### src/include/cam_pkg.sv
// shared constants and types for the cam host controller
package cam_pkg;
  localparam int DATA_W    = 16;
  localparam int WORD_W    = 48;
  localparam int PIECES    = 3;
  localparam int DEPTH     = 256;
  localparam int ADDR_W    = 8;
  // strobe low time and gap in mclk cycles (25 ns period)
  localparam int STROBE_NS = 50;
  localparam int CLK_NS    = 25;
  localparam int STROBE_CYC = (STROBE_NS + CLK_NS - 1) / CLK_NS;
  localparam logic [1:0] PIECE_LAST = 2'h2;
  // host request
  typedef struct packed {
    logic              isWrite;   // 1 write word, 0 read result
    logic [WORD_W-1:0] word;
  } cam_req_s;
  // pin bundle to the device
  typedef struct packed {
    logic              csN;
    logic              weN;
    logic              oeN;
    logic [DATA_W-1:0] dOut;
    logic              dOutEnN;
  } cam_pins_s;
endpackage

### src/design/cam_host.sv
// host controller driving the cam over its strobe and data pins
`timescale 1ns/10ps
`default_nettype none
// How it works
// device stores 256 words of 48 bits
// device compares comparand against all words
// priority encoder yields matching location index
// lowest matching location wins on multiples
// one 16-bit bus, host drives writes
// writes only under low write strobe
// device drives bus only under output enable
// chip select low frames every strobe
// 48-bit word moves as three pieces
// device drives match low on any hit
module cam_host #(
  parameter int STROBE = cam_pkg::STROBE_CYC
) (
  input  wire logic                        mclk,
  input  wire logic                        rstn,
  input  wire logic                        clkEn,
  input  wire logic                        reqValid,
  input  wire cam_pkg::cam_req_s           req,
  output logic                             reqReady,
  output logic                             rspValid,
  output logic [cam_pkg::DATA_W-1:0]       rspData,
  output logic                             hit,
  output cam_pkg::cam_pins_s               pins,
  input  wire logic [cam_pkg::DATA_W-1:0]  dIn,
  input  wire logic                        anyHitN
);
  // sequencer steps; on a write, SETUP and the end of the last GAP each move several pins at once
  typedef enum {
    IDLE,       // waiting for a request
    SETUP,      // select and present write data
    STROBE_ON,  // strobe held low
    GAP         // recovery before the next piece
  } cam_state_e;

  // ==========================================================
  // derived step counts
  // last strobe count; two extra cycles cover the read synchroniser
  localparam logic [7:0] STROBE_END = 8'(STROBE + 2);
  // last gap count; data stays driven through the gap for hold time
  localparam logic [7:0] GAP_END    = 8'(STROBE - 1);

  // ==========================================================
  // pin input synchronisers
  // bus and match pin are asynchronous to mclk; only the second
  // stage of each pair is read by the logic below
  logic [cam_pkg::DATA_W-1:0] dS1_reg, dS1_next;
  logic [cam_pkg::DATA_W-1:0] dS2_reg, dS2_next;
  logic                       hS1_reg, hS1_next;
  logic                       hS2_reg, hS2_next;

  // shift both pin inputs one stage per enabled edge
  always_comb begin
    dS1_next = dIn;
    dS2_next = dS1_reg;
    hS1_next = anyHitN;
    hS2_next = hS1_reg;
  end

  // register the stages; match pin idles high, meaning no hit
  always_ff @(posedge mclk or negedge rstn) begin
    if (!rstn) begin
      dS1_reg <= 16'h0000;
      dS2_reg <= 16'h0000;
      hS1_reg <= 1'b1;
      hS2_reg <= 1'b1;
    end else if (clkEn) begin
      dS1_reg <= dS1_next;
      dS2_reg <= dS2_next;
      hS1_reg <= hS1_next;
      hS2_reg <= hS2_next;
    end
  end

  // ==========================================================
  // transfer sequencer
  cam_state_e                  state_reg, state_next;
  logic [1:0]                  piece_reg, piece_next;
  logic [7:0]                  cnt_reg, cnt_next;
  cam_pkg::cam_req_s           cur_reg, cur_next;
  cam_pkg::cam_pins_s          pins_reg, pins_next;
  logic                        ready_reg, ready_next;
  logic                        rv_reg, rv_next;
  logic [cam_pkg::DATA_W-1:0]  rd_reg, rd_next;
  logic                        hit_reg, hit_next;

  // next-state for the pin sequence
  // every value holds unless a step below moves it
  always_comb begin
    state_next = state_reg;
    piece_next = piece_reg;
    cnt_next   = cnt_reg;
    cur_next   = cur_reg;
    pins_next  = pins_reg;
    ready_next = ready_reg;
    case (state_reg)
      // a request is only taken while idle and ready
      IDLE: begin
        if (reqValid && ready_reg) begin
          cur_next       = req;
          piece_next     = 2'h0;
          ready_next     = 1'b0;
          state_next     = SETUP;
        end
      end
      SETUP: begin
        pins_next.csN = 1'b0;
        if (cur_reg.isWrite) begin
          // lowest piece first, bus driven by host
          pins_next.dOut    = cur_reg.word[cam_pkg::DATA_W*piece_reg +: cam_pkg::DATA_W];
          pins_next.dOutEnN = 1'b0;
        end else begin
          pins_next.dOutEnN = 1'b1;
        end
        cnt_next   = 8'h00;
        state_next = STROBE_ON;
      end
      STROBE_ON: begin
        if (cur_reg.isWrite) pins_next.weN = 1'b0;
        else pins_next.oeN = 1'b0;
        cnt_next = cnt_reg + 8'h01;
        if (cnt_reg == STROBE_END) begin
          // both strobes rise together; read data is captured apart
          pins_next.weN = 1'b1;
          pins_next.oeN = 1'b1;
          cnt_next      = 8'h00;
          state_next    = GAP;
        end
      end
      GAP: begin
        cnt_next = cnt_reg + 8'h01;
        if (cnt_reg == GAP_END) begin
          // release the bus only after the device has latched it
          pins_next.dOutEnN = 1'b1;
          if (cur_reg.isWrite && piece_reg != cam_pkg::PIECE_LAST) begin
            piece_next = piece_reg + 2'h1;
            state_next = SETUP;
          end else begin
            pins_next.csN = 1'b1;
            ready_next    = 1'b1;
            state_next    = IDLE;
          end
        end
      end
      default: state_next = IDLE;
    endcase
  end

  // register the sequencer
  always_ff @(posedge mclk or negedge rstn) begin
    if (!rstn) begin
      state_reg <= IDLE;
      piece_reg <= 2'h0;
      cnt_reg   <= 8'h00;
      cur_reg   <= '0;
      // all strobes high and bus released while in reset
      pins_reg  <= '{
        csN:     1'b1,
        weN:     1'b1,
        oeN:     1'b1,
        dOut:    16'h0000,
        dOutEnN: 1'b1
      };
      ready_reg <= 1'b1;
    end else if (clkEn) begin
      state_reg <= state_next;
      piece_reg <= piece_next;
      cnt_reg   <= cnt_next;
      cur_reg   <= cur_next;
      pins_reg  <= pins_next;
      ready_reg <= ready_next;
    end
  end

  // ==========================================================
  // read capture
  // data is taken on the last strobe count, once the bus has
  // stood still through both synchroniser stages
  always_comb begin
    rv_next = 1'b0;
    rd_next = rd_reg;
    if (state_reg == STROBE_ON && cnt_reg == STROBE_END && !cur_reg.isWrite) begin
      rd_next = dS2_reg;
      rv_next = 1'b1;
    end
  end

  // register the response; data holds until the next read
  always_ff @(posedge mclk or negedge rstn) begin
    if (!rstn) begin
      rv_reg <= 1'b0;
      rd_reg <= 16'h0000;
    end else if (clkEn) begin
      rv_reg <= rv_next;
      rd_reg <= rd_next;
    end
  end

  // ==========================================================
  // match indication
  // the pin is active low, the output active high; it lags the
  // pin by two synchroniser stages and this register
  always_comb begin
    hit_next = ~hS2_reg;
  end

  // register the match flag
  always_ff @(posedge mclk or negedge rstn) begin
    if (!rstn) begin
      hit_reg <= 1'b0;
    end else if (clkEn) begin
      hit_reg <= hit_next;
    end
  end

  // ==========================================================
  // outputs, each straight from a flip-flop
  assign reqReady = ready_reg;
  assign rspValid = rv_reg;
  assign rspData  = rd_reg;
  assign hit      = hit_reg;
  assign pins     = pins_reg;
endmodule
`default_nettype wire

### config.mk
export PLATFORM = sky130hd
export DESIGN_NAME = cam_host
export DESIGN_NICKNAME = d
export VERILOG_FILES = /design/src/include/cam_pkg.sv /design/src/design/cam_host.sv
export SDC_FILE = /design/constraint.sdc
export NUM_CORES = 1
export LEC_CHECK = 0
export BUFFER_PORTS_ARGS = -buffer_cell sky130_fd_sc_hd__buf_2
export CAP_MARGIN = 15
export CORE_UTILIZATION = 31
export DETAILED_ROUTE_END_ITERATION = 10
export SYNTH_ARGS = -nofsm -noshare
export SYNTH_HDL_FRONTEND = slang
export SYNTH_SLANG_ARGS = --single-unit
### constraint.sdc
create_clock -name mclk -period 2.1 [get_ports mclk]
set_input_delay 0.105 -clock mclk [delete_from_list [all_inputs] [get_ports mclk]]
set_output_delay 0.105 -clock mclk [all_outputs]
set_load 0.1 [all_outputs]
## After elaboration in Yosys (flattened, before gate mapping)

Cells that the tools add are included.

- Register bits after elaboration: 164
- Input port bits: 70
- Output and inout port bits: 39
- Logic and storage cells: 79

- Add/subtract/negate cells: 2
- Equal/unequal tests: 13
- Shifts and indexed selects: 1
- Multiplexer cells: 23
- Bitwise operators: 1
- Reductions and logical operators: 21

Operators by type and width:

| operator | number |
|---|---|
| 32-bit case mux with 4 select lines | 1 |
| 32-bit two-way mux | 3 |
| 32-bit by 2-bit == test with 1-bit output, second input constant | 2 |
| 48-bit by 7-bit variable part select with 16-bit output | 1 |
| 32-bit by 1-bit == test with 1-bit output, second input constant | 1 |
| 32-bit by 3-bit == test with 1-bit output, second input constant | 1 |
| 32-bit logical NOT | 1 |
| 8-bit case mux with 3 select lines | 1 |
| 3-bit AND reduction | 5 |
| 2-bit inequality test, second input constant | 6 |
| 5-bit AND reduction | 2 |
| 1-bit two-way mux | 9 |
| 8-bit by 1-bit adder with 8-bit output, second input constant | 1 |
| 8-bit by 1-bit == test with 1-bit output, second input constant | 1 |
| 8-bit by 3-bit == test with 1-bit output, second input constant | 1 |
| 2-bit two-way mux | 4 |
| 8-bit two-way mux | 1 |
| 4-bit AND reduction | 2 |
| 1-bit case mux with 2 select lines | 3 |
| 2-bit nonzero test | 3 |
| 1-bit logical AND | 4 |
| 2-bit case mux with 2 select lines | 1 |
| 2-bit AND reduction | 2 |
| 3-bit nonzero test | 1 |
| other kinds (4) | 4 |

## Depth between registers and ports, before layout

Gate-level depths: netlist of the first run.

- Depth after elaboration: 5
- Gate-level depth with buffers: 7
- Gate-level depth less buffers: 6

## Worst setup path before layout of the first run

OpenSTA, ideal clock, no wires.

- Path type: reg2reg
- Start point: register ready_reg, in the netlist reqReady
- End point: register cur_reg[10] (netlist name)
- Arrival: 1829 ps
- Slack: 146 ps
- Cell stages (with the launch flop): 5
- Path buffers: 2
- Path through: dfstp_2 nand4_1 buf_1 buf_2 mux2_2

- Cells in the longest elaborated chain, start to end: 2

Ends and longest elaborated chain:

| what | RTL line | RTL |
|---|---|---|
| start: declaration | cam_host.sv:85 | `logic ready_reg, ready_next;` |
| start signal: assignment | cam_host.sv:174 | `ready_reg <= ready_next;` |
| 1-bit logical AND | cam_host.sv:102 | `if (reqValid && ready_reg) begin` |
| 3-bit AND reduction (no source line) | -- |  |
| end signal: assignment | cam_host.sv:172 | `cur_reg <= cur_next;` |
| end: declaration | cam_host.sv:83 | `cam_pkg::cam_req_s cur_reg, cur_next;` |

No other way between the ends.
A chain may end at the register's enable or synchronous reset.

## Worst setup path after layout of the first run

- Start point: register cnt_reg[1]
- End point: register state_reg[1]

- Cells in the longest elaborated chain, start to end: 3
- Elaborated cells between the ends (all ways): 5
- Those cells by class: eq/ne (4); reduce/logical (1)

Ends and longest elaborated chain:

| what | RTL line | RTL |
|---|---|---|
| start: declaration | cam_host.sv:82 | `logic [7:0] cnt_reg, cnt_next;` |
| start signal: assignment | cam_host.sv:171 | `cnt_reg <= cnt_next;` |
| 8-bit by 1-bit == test with 1-bit output / 8-bit by 3-bit == test with 1-bit output (equally long branches) | cam_host.sv:135, cam_host.sv:125 |  |
| 2-bit inequality test (no source line) | -- |  |
| 4-bit AND reduction (no source line) * | -- |  |
| end signal: assignment | cam_host.sv:169 | `state_reg <= state_next;` |
| end: declaration | cam_host.sv:80 | `cam_state_e state_reg, state_next;` |

Mark *: on every way between the ends. The rest lies on a longest branch, timed or not.

==> metrics.csv, run 1 <==
metric,value,unit
timing.final.max_slew_violations,0,
cts-root-buf,clkbuf_16,
grt_pass1_wl,20830,µm
route.detailed.drc,0,
track_usage,14.65,%
min_path_cells,4,
post_cts_buffers,0,
placeableCoreArea,17960,µm²
path_class,flip-flop to flip-flop,
fmax,523.0,MHz
initial_core_util,31.55,%
setup_violations,0,
grt_antenna_before_repair,1,
place.gp.congestion,0.7651,
ys_types,39,
synth_enable_flop_cells,0,
holdCritPathClass,input port to flip-flop,
period_needed,1912,ps
cp.required,2400,ps
vias,3932,
powerDensity,1605,nW/µm²
r2r_start,cnt_reg[1],
cts.sinks,134,
worstPathArrival,2220,ps
port_buffers,108,
drv_cap,0,
die_w,137.2,µm
worst_pin_slew,528.7,ps
outcome,completed,
synth.largest_area_cell,dfrtp_1,
grt.overflow.total,0,
avgSynthCellArea,13.36,µm²
final_nets,688,
dieArea,18820,µm²
rsz0062_at_grt,false,
clk_path_buf_depth,2,
end_kind,flip-flop,
finClkSkew,7.748,ps
synth_seq_area_share,59.33,%
synth_ff_type,dfrtp_1,
pin_count,109,
synth.top_cell.area_share,56.08,%
worstHoldStart,reqValid,
dr.pass1.iters,4,
ir_drop,904.8,µV
numCtsBuffers,17,
clkLatencyLatePin,420,ps
routedWlPerCell,14.90,µm
clkTransAtPathRegs,60,ps
yosys_register_bits,134,
grt_max_degree,76,
largest_reg_flops,49,
fin_area,7804,µm²
drive_above_1_share,42.54,%
area_growth,37.71,%
antenna_cells,0,
drt_iter0_markers,146,
tns,0,ps
num_rows,49,
path_max_fanout,5,
syn_nets,502,
dpl.hpwl,8464,µm
hold_viol,0,
synthCells,424,
synth_area_leaders,"dfrtp_1, mux2_2, dfstp_2, mux2i_1, mux2_4",
rr_worst_depth,6,
min_period_over_period,91.05,%
routed_via_density,4.615,
fp.dieH,137.2,µm
routed_wl,12700,µm
yosysWarnings,0,
place_area,6510,µm²
grt_pass1_vias,4212,
antenna_left,0,
netlist_area,5667,µm²
htreeDepth,4,
worstSetupStartpoint,cnt_reg[1],
power.leakage,3.651,nW
cts_tree,done,
worst_setup_path_start_kind,flip-flop,
async_reset_ff_share,100.0,%
slew_headroom,65.00,%
-- placed cells by master, fill, tap and decap left out, drive strengths merged --
cell type	count
a211o	1
a21boi	1
a21oi	18
a22oi	1
a32oi	1
a41oi	1
and2b	1
and3	2
buf	121
bufinv	2
clkbuf	19
clkinv	1
clkinvlp	2
dfrtp	127
dfstp	7
dlygate4sd3	67
ha	8
inv	18
mux2	100
mux2i	18
nand2	24
nand2b	1
nand3	4
nand4	7
nor2	27
nor2b	2
nor3	1
nor4b	2
o21ai	23
o22a	1
o311ai	1
o31ai	3
o41ai	2
or3	2
xnor2	2
xor2	5
-- area by class of cell --
cell class                      instances  area, µm²
Clock buffer                           19      452.9
Clock inverter                         13      158.9
Fill cell                            1665      10160
Inverter                               10      37.54
Multi-Input combinational cell        259       2150
Sequential cell                       134       3362
Tap cell                              229      286.5
Timing Repair Buffer                  188       1356
-- report_power, final --
part | internal (W) | switching, W
combinational | 0.00157 | 0.00380
sequential | 0.00356 | 0.000524
clock | 0.00185 | 0.00122
total | 0.00698 | 0.00554
-- final timing paths --
check                           slack [ps]            to
worst min-delay path                    30      reqReady
worst min register to register         480       pins[2]
worst max-delay path                   190  state_reg[1]
min in group asynchronous               80    dS2_reg[8]
max in group asynchronous             1260   cur_reg[24]
worst max register to register         190  state_reg[1]
-- kinds of logic after synthesis --
| group | count (synthesis) | share of synthesized area, % |
|---|---|---|
| AO/OA/AOI/OAI | 53 | 5.388 |
| XOR/XNOR | 7 | 1.082 |
| adder cells (fa/ha/maj) | 8 | 1.766 |
| buffers and inverters | 31 | 2.738 |
| flip-flops | 134 | 59.33 |
| multiplexers | 118 | 23.65 |
| AND/OR/NAND/NOR | 73 | 6.050 |
-- what timing repair did --
action	in CTS	in global routing
hold buffers	67	0
setup endpoints to repair	0	0
resized for setup	0	0
endpoints found under the hold margin	193	0
-- critical path, stage by stage (launching register included) --
cell and delay, ps:
dfrtp_1 390, inv_1 100, ha_1 210, nor4b_1 260, a32oi_1 240, a211o_2 330
mux2_2 270
-- through the flow --
stage / hold slack [ps] / setup slack [ps] / util, % / total power [W] / instances
after floorplan: -190.6 / 146.4 / - / 0.008248 / 424
after global placement: -39.77 / 274.8 / 36.24 / 0.009298 / 752
after detailed placement: -37.13 / 211.7 / 36.24 / 0.009415 / 752
after CTS: 13.38 / 202.7 / 43.38 / 0.01263 / 851
after global routing: 60.60 / 58.14 / 43.44 / 0.01322 / 852
final: 31.09 / 188.0 / 43.44 / 0.01252 / 852
-- layer usage --
| metal | track usage [%] | share of wire [%] | up-vias |
|---|---|---|---|
| met1 | 17.62 | 44 | 1948 |
| li1 | - | - | 1856 |
| met5 | 0 | 0.079 | - |
| met2 | 23.65 | 48 | 106 |
| met3 | 5.850 | 7.1 | 20 |
| met4 | 5.189 | 1.5 | 2 |
-- synth_stat cells, drive strengths merged (8+ instances only) --
cell type	count
clkbuf	10
nand2	24
buf	11
a21oi	18
mux2i	18
nor2	27
mux2	100
ha	8
inv	10
dfrtp	127
o21ai	23
Note: power is estimated with default switching activity, not from simulation.
==> run 2, diff against run 1 <==
CORE_MARGIN = 2   (was default)
clock period = 1.9 ns   (was 2.1 ns; I/O delays follow)
==> run 2 against run 1 <==
Net effect: wire length down 1.1%; critical endpoint is now rspData[13]; largest power group unchanged; register-to-register slack worse by 60 ps; final area grew 0.55%; clock power is 2% lower; largest cell class unchanged; clock-buffer cell count is 1 higher; critical path type unchanged.
==> metrics.csv, run 2 (same netlist as run 1, synthesis figures left out) <==
metric,value,unit
rsz0062_at_grt,false,
outcome,completed,
routed_wl,12560,µm
holdCritPathClass,input port to flip-flop,
tns,0,ps
cts_tree,done,
worst_setup_path_start_kind,flip-flop,
setup_ws,125.6,ps
antenna_left,0,
worst_pin_slew,555.0,ps
dpl.hpwl,8699,µm
r2r_end,rspData[13],
grt.overflow.total,0,
setup_violations,0,
drive_above_1_share,43.35,%
drt_iter0_markers,136,
pin_count,109,
reg2reg_slack,130,ps
min_path_cells,4,
placeableCoreArea,17960,µm²
worstHoldStart,reqValid,
antenna_cells,0,
cts-root-buf,clkbuf_16,
layout_commonest_cell,dfrtp_1,
path_class,flip-flop to flip-flop,
crit_buf_inv,1,
powerDensity,1730,nW/µm²
place.gp.congestion,0.8227,
power,0.01358,W
grt_max_degree,60,
fmax,563.6,MHz
final_cells,861,
track_usage,13.63,%
place_ws,60.05,ps
power.leakage,3.677,nW
path_max_fanout,17,
port_buffers,108,
post_cts_buffers,0,
path_depth,5,
holdPathEnd,reqReady,
numCtsBuffers,17,
finClkSkew,11.87,ps
htreeDepth,4,
min_period_over_period,93.39,%
vias,3967,
critPathTopFamily,simple AND/OR/NAND/NOR gates,
clkTransAtPathRegs,60,ps
max_stage_delay,410,ps
rr_worst_depth,5,
routedWlPerCell,14.58,µm
end_kind,flip-flop,
period_needed,1774,ps
clk_path_buf_depth,2,
initial_core_util,31.55,%
place_inst,762,
crit_chain,nor3_4 > nand4_2 > or3_1 > buf_12 > mux2_4,
routed_via_density,4.607,
worstPathArrival,2080,ps
hold_viol,0,
die_w,139.2,µm
cp.required,2200,ps
timing.final.max_slew_violations,0,
fp.dieH,139.2,µm
clkLatencyLatePin,420,ps
grt_pass1_vias,4331,
dieArea,19380,µm²
ir_drop,1090,µV
area_growth,38.46,%
layout_common_cells,"dfrtp_1, buf_2, mux2_2",
num_rows,49,
dr.pass1.iters,4,
grt_antenna_before_repair,0,
route.detailed.drc,0,
slew_headroom,63.25,%
drv_cap,0,
grt_pass1_wl,21020,µm
cts.sinks,134,
crit_slowest_cell,dfrtp_1,
final_nets,697,
largest_reg_flops,49,
r2r_start,cnt_reg[6],
run 2: changes by cell type in the layout (fill, tap and decap cells not counted), moves of 2 or more:
cell and change:
buf_12 +2, clkinvlp_4 +2, buf_4 +8, bufinv_16 -2
clkinv_2 +2, inv_6 -2, inv_8 -2
run 2: final cells by class:
class / instances / area, µm²
well taps: 229 / 286.5
clock buffers: 20 / 456.7
inverters: 10 / 37.54
multi-input cells: 259 / 2162
clock inverters: 12 / 92.59
fillers: 1656 / 10120
flip-flops and latches: 134 / 3366
repair buffers: 197 / 1445
run 2: metrics by stage:
step	instance area, µm²	util (%)	hold slack, ps
final	7846	43.68	48.00
after global routing	7846	43.68	65.71
after CTS	7834	43.61	21.98
after detailed placement	6614	36.82	-11.62
after global placement	6614	36.82	-16.36
after floorplan	5670	-	-200.6
run 2: worst max path at each step:
stage / from / end / slack (ps)
2_1_floorplan: state_reg[0] / cur_reg[10] / 10
3_3_place_gp: cnt_reg[5] / rspData[8] / 100
3_5_place_dp: cnt_reg[5] / rspData[6] / 60
4_1_cts: cnt_reg[5] / rspData[13] / 60
5_1_grt: cnt_reg[6] / rspData[13] / 30
6_report: cnt_reg[6] / rspData[13] / 130
run 2: where the power goes:
part / total, W / switching (W) / internal [W]
combinational: 0.00602 / 0.00422 / 0.00180
sequential: 0.00455 / 0.000603 / 0.00394
clock: 0.00301 / 0.00126 / 0.00175
total: 0.0136 / 0.00609 / 0.00749
run 2: what timing repair did:
item	CTS	global route
hold buffers	67	0
endpoints found under the setup margin	0	9
endpoints found under the hold margin	195	0
gates resized for setup	0	2
run 2: worst reg2reg max path: stages (launching register included):
cell and delay (ps):
dfrtp_1 410, nor3_4 230, nand4_2 130, or3_1 400, buf_12 180, mux2_4 300
run 2: layer usage:
layer	vias up	GRT usage [%]	wire (µm)
li1	1890	-	-
met1	1942	17.18	5770
met2	111	20.74	5623
met3	24	5.628	897
met4	0	5.742	265
met5	-	0	0
